==> config.mk <==
export PLATFORM = sky130hd
export DESIGN_NAME = torque_direction_speed_limit
export DESIGN_NICKNAME = d
export VERILOG_FILES = /design/src/hw/tdsl_pkg.sv /design/src/hw/speed_limit_select.sv /design/src/hw/torque_direction_speed_limit.sv
export SDC_FILE = /design/constraint.sdc
export NUM_CORES = 1
export LEC_CHECK = 0
export BUFFER_PORTS_ARGS = -buffer_cell sky130_fd_sc_hd__buf_2
export CAP_MARGIN = 40
export CORE_UTILIZATION = 52
export DETAILED_ROUTE_END_ITERATION = 7
export GPL_TIMING_DRIVEN = 0
export PLACE_DENSITY = 0.77
export SYNTH_ARGS = -nofsm -noshare
export SYNTH_HDL_FRONTEND = slang
export SYNTH_SLANG_ARGS = --single-unit
==> constraint.sdc <==
create_clock -name I_CLK -period 9.15 [get_ports I_CLK]
set_input_delay 1.83 -clock I_CLK [delete_from_list [all_inputs] [get_ports I_CLK]]
set_output_delay 1.83 -clock I_CLK [all_outputs]
set_load 0.05 [all_outputs]
==> src/hw/tdsl_pkg.sv <==
// Shared constants and types for the torque direction and speed limit block
package tdsl_pkg;

   // Width of every speed figure, one count per 0.1 Hz
   localparam int FW = 16;

   // Register byte offsets on the AHB-Lite slave
   localparam logic [7:0] ADDR_CTRL = 8'h00;
   localparam logic [7:0] ADDR_FWD_LIM = 8'h04;
   localparam logic [7:0] ADDR_REV_LIM = 8'h08;
   localparam logic [7:0] ADDR_MAX_FREQ = 8'h0c;
   localparam logic [7:0] ADDR_STATUS = 8'h10;
   localparam logic [7:0] ADDR_LIMIT = 8'h14;

   // Control register field positions
   localparam int CTRL_TENS_REV_BIT = 0;
   localparam int CTRL_TRQ_REV_BIT = 1;
   localparam int CTRL_SRC_LSB = 4;
   localparam int CTRL_METHOD_LSB = 8;

   // Status register field positions
   localparam int STAT_DIR_REV_BIT = 0;
   localparam int STAT_DIR_VALID_BIT = 1;
   localparam int STAT_OVERRIDE_BIT = 2;
   localparam int STAT_POWER_BIT = 3;
   localparam int STAT_MODE_LSB = 4;
   localparam int STAT_FWD_BIT = 8;
   localparam int STAT_REV_BIT = 9;
   localparam int STAT_TMODE_BIT = 10;

   // Frequency figures in 0.1 Hz counts
   localparam logic [FW-1:0] FREQ_400HZ = 16'h0fa0;
   localparam logic [FW-1:0] REV_FOLLOWS_FWD = 16'h270f;

   // Values after reset
   localparam logic FLAG_RST = 1'b0;
   localparam logic [FW-1:0] RST_FWD_LIM = 16'h0258;
   localparam logic [FW-1:0] RST_REV_LIM = REV_FOLLOWS_FWD;
   localparam logic [FW-1:0] RST_MAX_FREQ = 16'h0258;

   // Limit value sources
   localparam logic [1:0] SRC_SPEED_CMD = 2'h0;
   localparam logic [1:0] SRC_SETTINGS = 2'h1;
   localparam logic [1:0] SRC_ANALOG = 2'h2;

   // Limit method codes
   localparam logic [3:0] METHOD_M2 = 4'h0;
   localparam logic [3:0] METHOD_M3 = 4'h1;
   localparam logic [3:0] METHOD_M4 = 4'h2;
   localparam logic [3:0] METHOD_EXT = 4'ha;

   // Effective speed limit mode
   typedef enum logic [1:0] {MODE2, MODE3, MODE4} limit_mode_type;

endpackage : tdsl_pkg

==> src/hw/speed_limit_select.sv <==
// Limit magnitude selection and maximum frequency clamp
module speed_limit_select
   import tdsl_pkg::*;
#(
   parameter int W = FW
)
(
   // Settings
   input wire logic [1:0] i_source,
   input wire logic [W-1:0] i_fwd_setting,
   input wire logic [W-1:0] i_rev_setting,
   input wire logic [W-1:0] i_max_freq,
   input wire logic i_vector_ctrl,
   // Live values
   input wire logic signed [W-1:0] i_speed_cmd,
   input wire logic signed [W-1:0] i_analog,
   // Magnitudes for each side
   output logic [W-1:0] o_fwd_mag,
   output logic [W-1:0] o_rev_mag
);

   // Magnitude of a signed figure; the most negative code saturates
   function automatic logic [W-1:0] mag(input logic signed [W-1:0] v);
      logic [W-1:0] m;
      m = v[W-1] ? W'(-v) : W'(v);
      if (m[W-1])
      begin
         m = {1'b0, {(W-1){1'b1}}};
      end
      return m;
   endfunction : mag

   // Clamp a magnitude to a ceiling
   function automatic logic [W-1:0] clamp(input logic [W-1:0] v, input logic [W-1:0] c);
      return (v > c) ? c : v;
   endfunction : clamp

   logic [W-1:0] ceiling;
   logic [W-1:0] rev_setting_eff;
   logic [W-1:0] fwd_raw;
   logic [W-1:0] rev_raw;

   // Vector control never lets the ceiling pass 400 Hz
   assign ceiling = (i_vector_ctrl && i_max_freq > W'(FREQ_400HZ)) ? W'(FREQ_400HZ) : i_max_freq;

   // Reserved reverse value hands the reverse side to the forward setting
   assign rev_setting_eff = (i_rev_setting == W'(REV_FOLLOWS_FWD)) ? i_fwd_setting
                          : i_rev_setting;

   // Source of the limit value
   always_comb
   begin
      fwd_raw = i_fwd_setting;
      rev_raw = rev_setting_eff;
      unique case (i_source)
         SRC_SPEED_CMD:
         begin
            fwd_raw = mag(i_speed_cmd);
         end
         SRC_ANALOG:
         begin
            // Polarity of terminal 1 picks the side it limits
            if (i_analog[W-1])
            begin
               rev_raw = mag(i_analog);
            end
            else
            begin
               fwd_raw = mag(i_analog);
            end
         end
         default:
         begin
            fwd_raw = i_fwd_setting;
         end
      endcase
   end

   assign o_fwd_mag = clamp(fwd_raw, ceiling);
   assign o_rev_mag = clamp(rev_raw, ceiling);

endmodule : speed_limit_select

==> src/hw/torque_direction_speed_limit.sv <==
// Torque direction and speed limit decision logic with AHB-Lite registers

// Notes on behaviour
// Tension reverse at 0 keeps the tension direction and at 1 inverts it, resetting to 0.
// Torque command reverse at 0 keeps the direction and at 1 inverts it under reverse start.
// In sensorless torque control the direction comes from the start command and both settings.
// The operator may swap winding sides by these settings and by swapping the starts.
// In torque control reaching or passing the active limit hands over to speed control.
// The limit source picks the speed command, the two settings, or terminal 1 by polarity.
// The forward limit takes 0 to 400 Hz, defaults to 60 Hz and limits the forward side.
// The reverse limit takes 0 to 400 Hz, and its default 9999 means use the forward limit.
// Method 0 is mode 2, 1 is mode 3, 2 is mode 4, and 10 picks 3 or 4 from the input.
// In mode 2 the limit sign follows the torque command sign, zero counting as positive.
// In mode 2 rotation against the torque polarity uses the reverse side limit.
// Both limits are clamped to the maximum frequency, itself at most 400 Hz under vector.
// Mode 3 serves positive torque, with forward start powering and reverse regenerating.
// Mode 4 serves negative torque, with forward start regenerating and reverse powering.
// In modes 3 and 4 a negative torque command applies the reverse side limit.
// With the analog source, terminal 1 must also be given the speed limit function.
module torque_direction_speed_limit
   import tdsl_pkg::*;
(
   // Clock and reset
   input wire logic I_CLK,
   input wire logic I_RST_B,
   // AHB-Lite slave
   input wire logic I_HSEL,
   input wire logic [31:0] I_HADDR,
   input wire logic [1:0] I_HTRANS,
   input wire logic I_HWRITE,
   input wire logic [2:0] I_HSIZE,
   input wire logic [31:0] I_HWDATA,
   input wire logic I_HREADY,
   output logic [31:0] O_HRDATA,
   output logic O_HREADYOUT,
   output logic O_HRESP,
   // Start and mode pins
   input wire logic I_FORWARD_START_CMD,
   input wire logic I_REVERSE_START_CMD,
   input wire logic I_TORQUE_MODE_SELECT_INPUT,
   // Control loop state
   input wire logic I_TENSION_SENSORLESS,
   input wire logic I_TORQUE_CTRL,
   input wire logic I_VECTOR_CTRL,
   input wire logic signed [FW-1:0] I_SPEED_CMD,
   input wire logic signed [FW-1:0] I_ANALOG_T1,
   input wire logic signed [FW-1:0] I_TORQUE_CMD,
   input wire logic signed [FW-1:0] I_MOTOR_SPEED,
   // Decisions for the control loop
   output logic O_TORQUE_DIR_REV,
   output logic O_TORQUE_DIR_VALID,
   output logic O_POWER_DRIVING,
   output logic signed [FW-1:0] O_SPEED_LIMIT,
   output logic O_SPEED_CTRL_OVERRIDE,
   output logic [1:0] O_LIMIT_MODE
);

   // Settings that software may write
   logic tension_reverse_sel_r;
   logic torque_cmd_reverse_sel_r;
   logic [1:0] speed_limit_source_sel_r;
   logic [3:0] limit_method_sel_r;
   logic [FW-1:0] forward_speed_limit_r;
   logic [FW-1:0] reverse_speed_limit_r;
   logic [FW-1:0] max_output_frequency_r;

   // Bus data phase state
   logic wr_pend_r;
   logic [7:0] wr_addr_r;
   logic [31:0] rdata_r;
   logic addr_ok;
   logic [7:0] addr_lo;

   // Pin synchronisers
   logic [1:0] fwd_sync_r;
   logic [1:0] rev_sync_r;
   logic [1:0] tmode_sync_r;
   logic fwd_on;
   logic rev_on;
   logic tmode_on;

   // Decision state
   limit_mode_type mode;
   logic [FW-1:0] fwd_mag;
   logic [FW-1:0] rev_mag;
   logic signed [FW-1:0] limit_nxt;
   logic dir_rev_r;
   logic dir_valid_r;
   logic power_r;
   logic signed [FW-1:0] limit_r;
   logic override_r;
   logic reached;
   logic [31:0] status;

   // Limit magnitudes per side after source selection and clamp
   speed_limit_select #(
      .W(FW)
   ) u_select (
      .i_source(speed_limit_source_sel_r),
      .i_fwd_setting(forward_speed_limit_r),
      .i_rev_setting(reverse_speed_limit_r),
      .i_max_freq(max_output_frequency_r),
      .i_vector_ctrl(I_VECTOR_CTRL),
      .i_speed_cmd(I_SPEED_CMD),
      .i_analog(I_ANALOG_T1),
      .o_fwd_mag(fwd_mag),
      .o_rev_mag(rev_mag)
   );

   // Two flip-flops per pin; only the second stage is ever read
   always_ff @(posedge I_CLK)
   begin
      if (!I_RST_B)
      begin
         fwd_sync_r <= 2'h0;
         rev_sync_r <= 2'h0;
         tmode_sync_r <= 2'h0;
      end
      else
      begin
         fwd_sync_r <= {fwd_sync_r[0], I_FORWARD_START_CMD};
         rev_sync_r <= {rev_sync_r[0], I_REVERSE_START_CMD};
         tmode_sync_r <= {tmode_sync_r[0], I_TORQUE_MODE_SELECT_INPUT};
      end
   end

   assign fwd_on = fwd_sync_r[1];
   assign rev_on = rev_sync_r[1];
   assign tmode_on = tmode_sync_r[1];

   // Zero wait state slave, always OKAY
   assign O_HREADYOUT = 1'b1;
   assign O_HRESP = 1'b0;
   assign O_HRDATA = rdata_r;
   assign addr_ok = I_HSEL && I_HREADY && I_HTRANS[1];
   assign addr_lo = I_HADDR[7:0];

   // Capture write address phase; the data arrive one cycle later
   always_ff @(posedge I_CLK)
   begin
      if (!I_RST_B)
      begin
         wr_pend_r <= 1'b0;
         wr_addr_r <= 8'h00;
      end
      else
      begin
         wr_pend_r <= addr_ok && I_HWRITE;
         wr_addr_r <= addr_lo;
      end
   end

   // Read data are fetched in the address phase so they stand in the data phase
   always_ff @(posedge I_CLK)
   begin
      if (!I_RST_B)
      begin
         rdata_r <= 32'h0;
      end
      else if (addr_ok && !I_HWRITE)
      begin
         unique case (addr_lo)
            ADDR_CTRL:
               rdata_r <= 32'(tension_reverse_sel_r) << CTRL_TENS_REV_BIT
                        | 32'(torque_cmd_reverse_sel_r) << CTRL_TRQ_REV_BIT
                        | 32'(speed_limit_source_sel_r) << CTRL_SRC_LSB
                        | 32'(limit_method_sel_r) << CTRL_METHOD_LSB;
            ADDR_FWD_LIM: rdata_r <= 32'(forward_speed_limit_r);
            ADDR_REV_LIM: rdata_r <= 32'(reverse_speed_limit_r);
            ADDR_MAX_FREQ: rdata_r <= 32'(max_output_frequency_r);
            ADDR_STATUS: rdata_r <= status;
            ADDR_LIMIT: rdata_r <= 32'(unsigned'(limit_r));
            default: rdata_r <= 32'h0; // Unmapped reads as zero
         endcase
      end
   end

   // Settings; a write outside the accepted range leaves the old value in place
   always_ff @(posedge I_CLK)
   begin
      if (!I_RST_B)
      begin
         tension_reverse_sel_r <= FLAG_RST;
         torque_cmd_reverse_sel_r <= FLAG_RST;
         speed_limit_source_sel_r <= SRC_SPEED_CMD;
         limit_method_sel_r <= METHOD_M2;
         forward_speed_limit_r <= RST_FWD_LIM;
         reverse_speed_limit_r <= RST_REV_LIM;
         max_output_frequency_r <= RST_MAX_FREQ;
      end
      else if (wr_pend_r)
      begin
         unique case (wr_addr_r)
            ADDR_CTRL:
            begin
               tension_reverse_sel_r <= I_HWDATA[CTRL_TENS_REV_BIT];
               torque_cmd_reverse_sel_r <= I_HWDATA[CTRL_TRQ_REV_BIT];
               if (I_HWDATA[CTRL_SRC_LSB +: 2] <= SRC_ANALOG)
               begin
                  speed_limit_source_sel_r <= I_HWDATA[CTRL_SRC_LSB +: 2];
               end
               if (I_HWDATA[CTRL_METHOD_LSB +: 4] <= METHOD_M4
                   || I_HWDATA[CTRL_METHOD_LSB +: 4] == METHOD_EXT)
               begin
                  limit_method_sel_r <= I_HWDATA[CTRL_METHOD_LSB +: 4];
               end
            end
            ADDR_FWD_LIM:
            begin
               if (I_HWDATA[31:FW] == '0 && I_HWDATA[FW-1:0] <= FREQ_400HZ)
               begin
                  forward_speed_limit_r <= I_HWDATA[FW-1:0];
               end
            end
            ADDR_REV_LIM:
            begin
               if (I_HWDATA[31:FW] == '0 && (I_HWDATA[FW-1:0] <= FREQ_400HZ
                   || I_HWDATA[FW-1:0] == REV_FOLLOWS_FWD))
               begin
                  reverse_speed_limit_r <= I_HWDATA[FW-1:0];
               end
            end
            ADDR_MAX_FREQ:
            begin
               if (I_HWDATA[31:FW] == '0)
               begin
                  max_output_frequency_r <= I_HWDATA[FW-1:0];
               end
            end
            default:
            begin
               // Writes to read-only or unmapped words are dropped
            end
         endcase
      end
   end

   // Effective limit mode; method 10 follows the external torque mode input
   always_comb
   begin
      unique case (limit_method_sel_r)
         METHOD_M3: mode = MODE3;
         METHOD_M4: mode = MODE4;
         METHOD_EXT: mode = tmode_on ? MODE4 : MODE3;
         default: mode = MODE2;
      endcase
   end

   // Signed limit from mode, torque sign and direction of rotation
   always_comb
   begin
      limit_nxt = signed'(fwd_mag);
      unique case (mode)
         MODE2:
         begin
            // Rotation opposite to the torque polarity takes the reverse side
            if (!I_TORQUE_CMD[FW-1] && I_MOTOR_SPEED[FW-1])
            begin
               limit_nxt = -signed'(rev_mag);
            end
            else if (I_TORQUE_CMD[FW-1] && !I_MOTOR_SPEED[FW-1] && I_MOTOR_SPEED != '0)
            begin
               limit_nxt = signed'(rev_mag);
            end
            else if (I_TORQUE_CMD[FW-1])
            begin
               limit_nxt = -signed'(fwd_mag);
            end
            else
            begin
               limit_nxt = signed'(fwd_mag);
            end
         end
         default:
         begin
            // Modes 3 and 4: negative torque guards reverse rotation
            if (I_TORQUE_CMD[FW-1])
            begin
               limit_nxt = -signed'(rev_mag);
            end
            else
            begin
               limit_nxt = signed'(fwd_mag);
            end
         end
      endcase
   end

   // Limit reached when speed meets or passes it on the limit's side
   assign reached = limit_r[FW-1] ? (I_MOTOR_SPEED <= limit_r)
                                  : (I_MOTOR_SPEED >= limit_r);

   // Torque generation direction; both or neither start leaves no direction
   always_ff @(posedge I_CLK)
   begin
      if (!I_RST_B)
      begin
         dir_rev_r <= 1'b0;
         dir_valid_r <= 1'b0;
      end
      else
      begin
         dir_valid_r <= I_TENSION_SENSORLESS && (fwd_on ^ rev_on);
         dir_rev_r <= tension_reverse_sel_r
                    ^ (torque_cmd_reverse_sel_r && rev_on && !fwd_on);
      end
   end

   // Power or regenerative driving as each mode defines it
   always_ff @(posedge I_CLK)
   begin
      if (!I_RST_B)
      begin
         power_r <= 1'b0;
      end
      else
      begin
         unique case (mode)
            MODE3: power_r <= fwd_on && !rev_on;
            MODE4: power_r <= rev_on && !fwd_on;
            default: power_r <= !I_TORQUE_CMD[FW-1] ^ I_MOTOR_SPEED[FW-1];
         endcase
      end
   end

   // Limit register and hand-over to speed control; a cycle of lag is harmless
   // against the mechanical time constants of the roll
   always_ff @(posedge I_CLK)
   begin
      if (!I_RST_B)
      begin
         limit_r <= '0;
         override_r <= 1'b0;
      end
      else
      begin
         limit_r <= limit_nxt;
         override_r <= I_TORQUE_CTRL && reached;
      end
   end

   // Status word for software
   always_comb
   begin
      status = 32'h0;
      status[STAT_DIR_REV_BIT] = dir_rev_r;
      status[STAT_DIR_VALID_BIT] = dir_valid_r;
      status[STAT_OVERRIDE_BIT] = override_r;
      status[STAT_POWER_BIT] = power_r;
      status[STAT_MODE_LSB +: 2] = mode;
      status[STAT_FWD_BIT] = fwd_on;
      status[STAT_REV_BIT] = rev_on;
      status[STAT_TMODE_BIT] = tmode_on;
   end

   // Outputs
   assign O_TORQUE_DIR_REV = dir_rev_r;
   assign O_TORQUE_DIR_VALID = dir_valid_r;
   assign O_POWER_DRIVING = power_r;
   assign O_SPEED_LIMIT = limit_r;
   assign O_SPEED_CTRL_OVERRIDE = override_r;
   assign O_LIMIT_MODE = mode;

endmodule : torque_direction_speed_limit

==> impl_metrics.env, run 1 <==
export IMPL_nFillCells=1636
export IMPL_cp_cell_sequence="buf_2, or4_4, or3_4, o31ai_1, xnor2_1, o22ai_1, inv_1, ha_1, nand4_2, or4_1, clkbuf_1, nand2_1, clkbuf_1, buf_2, nor2_1, a21oi_1, ha_1, inv_1, or4_1, a22oi_1, a21bo_2, xor2_1, a21oi_1, o31a_1"
export IMPL_reg2regPathDepth=25
export IMPL_tightest_slew_ns=0.9500
export IMPL_syn_avg_cell_area_sq_um=7.684
export IMPL_num_vias=10050
export IMPL_clock_root_buffer="clkbuf_16"
export IMPL_slowest_stage="a22oi_1"
export IMPL_cts_buffers=9
export IMPL_grt_pass1_wl_microns=50980
export IMPL_ys_seq_area_share_pct=23.50
export IMPL_outcome="finished with violations"
export IMPL_start_kind="input pin"
export IMPL_port_buffers=136
export IMPL_hold_class="flop to flop"
export IMPL_register_area_sq_um=2142
export IMPL_start_util_pct=53.06
export IMPL_fin_nets=1553
export IMPL_grt_ovfl_total=0
export IMPL_cts_root_to_sink_buffers=2
export IMPL_maxSlewViolCount=0
export IMPL_critPathRequiredTime_ns=9.39
export IMPL_rr_startpoint="max_output_frequency_r[3]"
export IMPL_gp_congestion=0.9734
export IMPL_grt_usage_pct=37.50
export IMPL_finalSetupTns_ns=0
export IMPL_core_area_sq_um=17180
export IMPL_fin_crit_sh_pct=91.15
export IMPL_leakagePower_uw=0.004604
export IMPL_initialDrtViolationCount=1138
export IMPL_fp_dieW_microns=134.4
export IMPL_rsz0062_at_grt="false"
export IMPL_peakVddDrop_uv=163.8
export IMPL_holdBufCountCts=0
export IMPL_final_setup_viol_count=0
export IMPL_end_kind="flop"
export IMPL_finalInstanceArea_sq_um=10460
export IMPL_regToRegSetupSlack_ns=2.18
export IMPL_power_density_nw_per_um2=116.7
export IMPL_drt_total_wl_microns=34230
export IMPL_place_hpwl_microns=27680
export IMPL_clk_latency_ns=0.37
export IMPL_critical_path_max_stage_delay_ns=0.61
export IMPL_clk_pin_slew_ns=0.08
export IMPL_synth_edff_count=0
export IMPL_wire_per_inst_microns=21.66
export IMPL_drive_above_1_share_pct=18.52
export IMPL_failed_checks="design-rule violations"
export IMPL_slew_headroom_pct=35.84
export IMPL_total_power_uw=1220
export IMPL_io_pins=200
export IMPL_ys_ff_latch=107
export IMPL_mostFrequentLayoutCells="buf_2 (148), nor2_1 (122), nand2_1 (110)"
export IMPL_synth_distinct_cells=109
export IMPL_hold_ws_ns=0.4421
export IMPL_multi_input_area_sq_um=6410
export IMPL_fin_util_pct=60.87
export IMPL_first_global_vias=8806
export IMPL_cts_sinks=107
export IMPL_cts_resized=0
export IMPL_crit_arrival_ns=8.58
export IMPL_r2r_end="O_SPEED_LIMIT[10]"
export IMPL_critPathLaunch="I_ANALOG_T1[9]"
export IMPL_async_reset_ff_share_pct=0
export IMPL_cts_tree="done"
export IMPL_synth_area_sq_um=9114
export IMPL_critPathKind="input pin to flop"
export IMPL_fmax_mhz=119.9
export IMPL_syn2layout_area_growth_pct=14.72
export IMPL_dieArea_sq_um=18060
export IMPL_std_cell_rows=48
export IMPL_dr_pass1_iters=8
export IMPL_synthFlopType="dfxtp_1"
export IMPL_final_common_cell="buf_2"
export IMPL_drc_errors=4
export IMPL_cap_viol_max_count=0
export IMPL_cp_max_fo=10
export IMPL_grt_max_degree=23
export IMPL_postCtsSetupBuffers=0
export IMPL_fin_crit_ns=8.340
export IMPL_fp_dieH_microns=134.4
export IMPL_finalHoldViolCount=0
export IMPL_yosysWarnings=0
export IMPL_final_antenna_net_count=0
export IMPL_cts_htree_levels=3
export IMPL_endpoint="O_SPEED_LIMIT[10]"
export IMPL_grt_antenna_before_repair=0
export IMPL_diodes=0
export IMPL_finalClockSkew_ns=0.01584
export IMPL_postSynthCellCount=1186
export IMPL_vias_per_cell=6.361
export IMPL_placed_area_sq_um=10140
==> layout make-up <==
class,count,share of cell area [%]
plain buffers,83,3.901
clock buffers,9,2.154
clock inverters,7,0.8497
inverters,57,2.046
multi-input cells,955,61.31
flip-flops and latches,107,20.49
well taps,225,2.693
repair buffers,137,6.558
==> metal layers <==
layer  GRT usage (%)  wire (microns)  vias up
li1                -               -     4666
met1           51.88           14210     4656
met2           56.07           14590      636
met3           9.562            4168       92
met4           13.11            1266        0
met5               0               0        -
==> cells in the mapped netlist, drive strengths merged, types with 4 or more instances <==
library cell | n | area [sq um]
o41ai | 9 | 108.9
a211oi | 16 | 137.6
and3 | 16 | 105.1
and2 | 24 | 150.1
a21o | 11 | 83.83
mux2 | 8 | 90.09
buf | 36 | 227.7
nand3b | 6 | 45.04
nand2b | 7 | 43.79
nor4 | 17 | 127.6
a22o | 4 | 35.03
nand4 | 21 | 143.9
inv | 56 | 210.2
o21a | 9 | 67.56
mux2i | 38 | 380.4
a21oi | 110 | 580.6
nand3 | 28 | 140.1
xnor2 | 25 | 219.0
ha | 59 | 738.2
nand2 | 113 | 431.7
o21ai | 39 | 210.2
a21boi | 5 | 41.29
a22oi | 14 | 123.9
o22ai | 20 | 125.1
or4 | 6 | 52.55
o31a | 5 | 43.79
o31ai | 13 | 102.6
a211o | 4 | 35.03
or3 | 15 | 113.9
nor2b | 11 | 68.82
nor3 | 37 | 200.2
a222oi | 16 | 160.2
xor2 | 23 | 201.4
o211ai | 12 | 95.09
clkbuf | 47 | 180.2
a31oi | 11 | 68.82
dfxtp | 107 | 2142
nor2 | 124 | 470.5
==> through the flow <==
stage | std cells | worst slack [ns]
after detailed placement | 1564 | 0.6401
after global routing | 1580 | 0.5591
after global placement | 1563 | 0.6146
final | 1580 | 0.8100
after CTS | 1580 | 1.001
after floorplan | 1202 | 1.796
==> report_power, final <==
part	total, uW	switching (uW)	internal [uW]
Sequential	494	16.0	478
Clock	394	198	197
Combinational	332	218	115
==> registers in the layout (all words and copies together) (netlist names) <==
signal	count
O_HRDATA	16
O_POWER_DRIVING	1
O_SPEED_CTRL_OVERRIDE	1
O_SPEED_LIMIT	16
O_TORQUE_DIR_REV	1
O_TORQUE_DIR_VALID	1
forward_speed_limit_r	16
fwd_sync_r	2
limit_method_sel_r	4
max_output_frequency_r	16
rev_sync_r	2
reverse_speed_limit_r	16
speed_limit_source_sel_r	2
tension_reverse_sel_r	1
tmode_sync_r	2
torque_cmd_reverse_sel_r	1
wr_addr_r	8
wr_pend_r	1
==> cell families after synthesis <==
family | after synthesis | share of synthesized area (%)
AOI/OAI and AO/OA | 341 | 26.96
xor gates and xnor gates | 48 | 4.613
adders and majority gates | 59 | 8.100
buffers and inverters | 140 | 6.823
DFF | 107 | 23.50
muxes | 46 | 5.162
other | 2 | 0.08240
and+or+nand+nor | 443 | 24.75
==> how the worst min path moves through the flow <==
stage               depth (start not counted)         endpoint  slack (ns)       startpoint
finish                                      1  tmode_sync_r[1]        0.44  tmode_sync_r[0]
global route                                1    rev_sync_r[1]        0.46    rev_sync_r[0]
CTS                                         1  tmode_sync_r[1]        0.44  tmode_sync_r[0]
detailed placement                          1  tmode_sync_r[1]        0.43  tmode_sync_r[0]
global placement                            1    fwd_sync_r[1]        0.42    fwd_sync_r[0]
floorplan                                   1    fwd_sync_r[1]        0.41    fwd_sync_r[0]
==> critical path: cells and delay by family <==
kind,cells,cell delay [ns]
and+or+nand+nor,7,2.56
xor gates and xnor gates,2,0.24
adders and majority gates,2,0.56
AOI/OAI and AO/OA,7,2.10
buffers and inverters,6,1.27
Note: power is estimated with default switching activity, not from simulation.
==> inputs of run 2 (changes only) <==
Settings changed: CORE_MARGIN set to 3.
==> impl_metrics.env, run 2 (same netlist as run 1, synthesis figures left out) <==
export IMPL_leakagePower_uw=0.004600
export IMPL_grt_met2_usage_pct=53.91
export IMPL_first_global_vias=9242
export IMPL_io_pins=200
export IMPL_vias_per_cell=6.396
export IMPL_maxSlewViolCount=0
export IMPL_peakVddDrop_uv=99.57
export IMPL_slew_headroom_pct=38.69
export IMPL_regToRegSetupSlack_ns=2.00
export IMPL_core_area_sq_um=16880
export IMPL_syn2layout_area_growth_pct=14.63
export IMPL_fin_nets=1553
export IMPL_clk_pin_slew_ns=0.08
export IMPL_tightest_slew_ns=0.9126
export IMPL_dr_pass1_iters=6
export IMPL_critPathKind="input pin to flop"
export IMPL_initialDrtViolationCount=1092
export IMPL_use_met1_pct=50.92
export IMPL_final_antenna_net_count=0
export IMPL_rsz0062_at_grt="false"
export IMPL_gp_congestion=1.010
export IMPL_cts_resized=0
export IMPL_grt_ovfl_total=0
export IMPL_diodes=0
export IMPL_outcome="finished clean"
export IMPL_nFillCells=1569
export IMPL_cts_tree="done"
export IMPL_cts_buffers=9
export IMPL_fp_dieH_microns=138.4
export IMPL_finalClockSkew_ns=0.01088
export IMPL_power_density_nw_per_um2=117.6
export IMPL_grt_busiest_layer="met2"
export IMPL_start_util_pct=54.00
export IMPL_fmax_mhz=119.0
export IMPL_clk_latency_ns=0.35
export IMPL_drive_above_1_share_pct=18.52
export IMPL_fp_dieW_microns=138.4
export IMPL_clock_root_buffer="clkbuf_16"
export IMPL_final_common_cell="buf_2"
export IMPL_final_setup_viol_count=0
export IMPL_multi_input_area_sq_um=6410
export IMPL_fin_util_pct=61.90
export IMPL_cp_max_fo=10
export IMPL_port_buffers=136
export IMPL_hold_class="flop to flop"
export IMPL_holdBufCountCts=0
export IMPL_postCtsSetupBuffers=0
export IMPL_num_vias=10070
export IMPL_cap_viol_max_count=0
export IMPL_critPathRequiredTime_ns=9.37
export IMPL_mostFrequentLayoutCells="buf_2 (148), nor2_1 (122), nand2_1 (110)"
export IMPL_dieArea_sq_um=19150
export IMPL_std_cell_rows=47
export IMPL_drc_errors=0
export IMPL_place_hpwl_microns=28900
export IMPL_cts_sinks=107
export IMPL_cts_htree_levels=3
export IMPL_register_area_sq_um=2142
export IMPL_fin_crit_ns=8.405
export IMPL_grt_antenna_before_repair=0
export IMPL_finalHoldViolCount=0
export IMPL_crit_arrival_ns=8.63
export IMPL_finalSetupTns_ns=0
export IMPL_drt_total_wl_microns=35780
export IMPL_met3_usage_pct=8.460
export IMPL_start_kind="input pin"
export IMPL_fin_crit_sh_pct=91.85
export IMPL_grt_max_degree=23
export IMPL_grt_pass1_wl_microns=54340
export IMPL_grt_usage_pct=35.83
export IMPL_cts_root_to_sink_buffers=2
export IMPL_end_kind="flop"
export IMPL_wire_per_inst_microns=22.72
[run 2: cell count changes in the layout (fill, tap and decap cells not counted)]
cell        previous run  this run
clkinv_8               3         2
clkinvlp_4             0         1
inv_12                 0         1
clkinv_4               1         0
[run 2: report_power, final]
part / switching, uW / internal, uW / total, uW / leakage, uW
clock: 201 / 198 / 399 / 0.000149
combinational: 221 / 115 / 336 / 0.00358
sequential: 16.3 / 478 / 494 / 0.000871
total: 438 / 790 / 1230 / 0.00460
[run 2: final timing paths]
check,cells past startpoint,to,start
max,24,O_SPEED_LIMIT[10],I_ANALOG_T1[9]
min,1,fwd_sync_r[1],fwd_sync_r[0]
max reg2reg,25,O_SPEED_LIMIT[10],max_output_frequency_r[2]
min reg2reg,1,fwd_sync_r[1],fwd_sync_r[0]
[run 2: area by class of cell]
class                           count  area share (%)
Clock buffer                        9           2.156
Buffer                             83           3.904
Inverter                           57           2.048
Clock inverter                      7          0.8383
Multi-Input combinational cell    955           61.35
Timing Repair Buffer              137           6.563
Tap cell                          220           2.635
Sequential cell                   107           20.50
[run 2: metrics by stage]
| stage | worst slack [ns] | total power [uW] | instances | hold slack [ns] | instance area, sq um |
|---|---|---|---|---|---|
| finish | 0.7453 | 1229 | 1575 | 0.4394 | 10450 |
| global route | 0.5468 | 1278 | 1575 | 0.4662 | 10450 |
| CTS | 0.9831 | 1226 | 1575 | 0.4418 | 10450 |
| detailed placement | 0.6222 | 832.4 | 1559 | 0.4216 | 10130 |
| global placement | 0.5779 | 830.1 | 1558 | 0.4127 | 10130 |
| floorplan | 1.796 | 720.4 | 1202 | 0.4119 | 9174 |
[run 2: layer usage]
metal	vias up	wire length, microns
li1	4673	-
met1	4708	15110
met2	612	15370
met3	81	4035
met4	0	1268
met5	-	0
[run 2: worst max-delay path, stage by stage]
cell      delay (ns)
buf_2           0.14
or4_4           0.55
or3_4           0.35
o31ai_1         0.28
xnor2_1         0.13
o22ai_1         0.38
inv_1           0.08
ha_1            0.33
nand4_2         0.20
or4_1           0.60
clkbuf_1        0.23
nand2_1         0.27
clkbuf_1        0.33
buf_2           0.31
nor2_1          0.08
a21oi_1         0.31
ha_1            0.23
inv_1           0.11
or4_1           0.57
a22oi_1         0.46
a21bo_2         0.31
xor2_1          0.13
a21oi_1         0.05
o31a_1          0.32
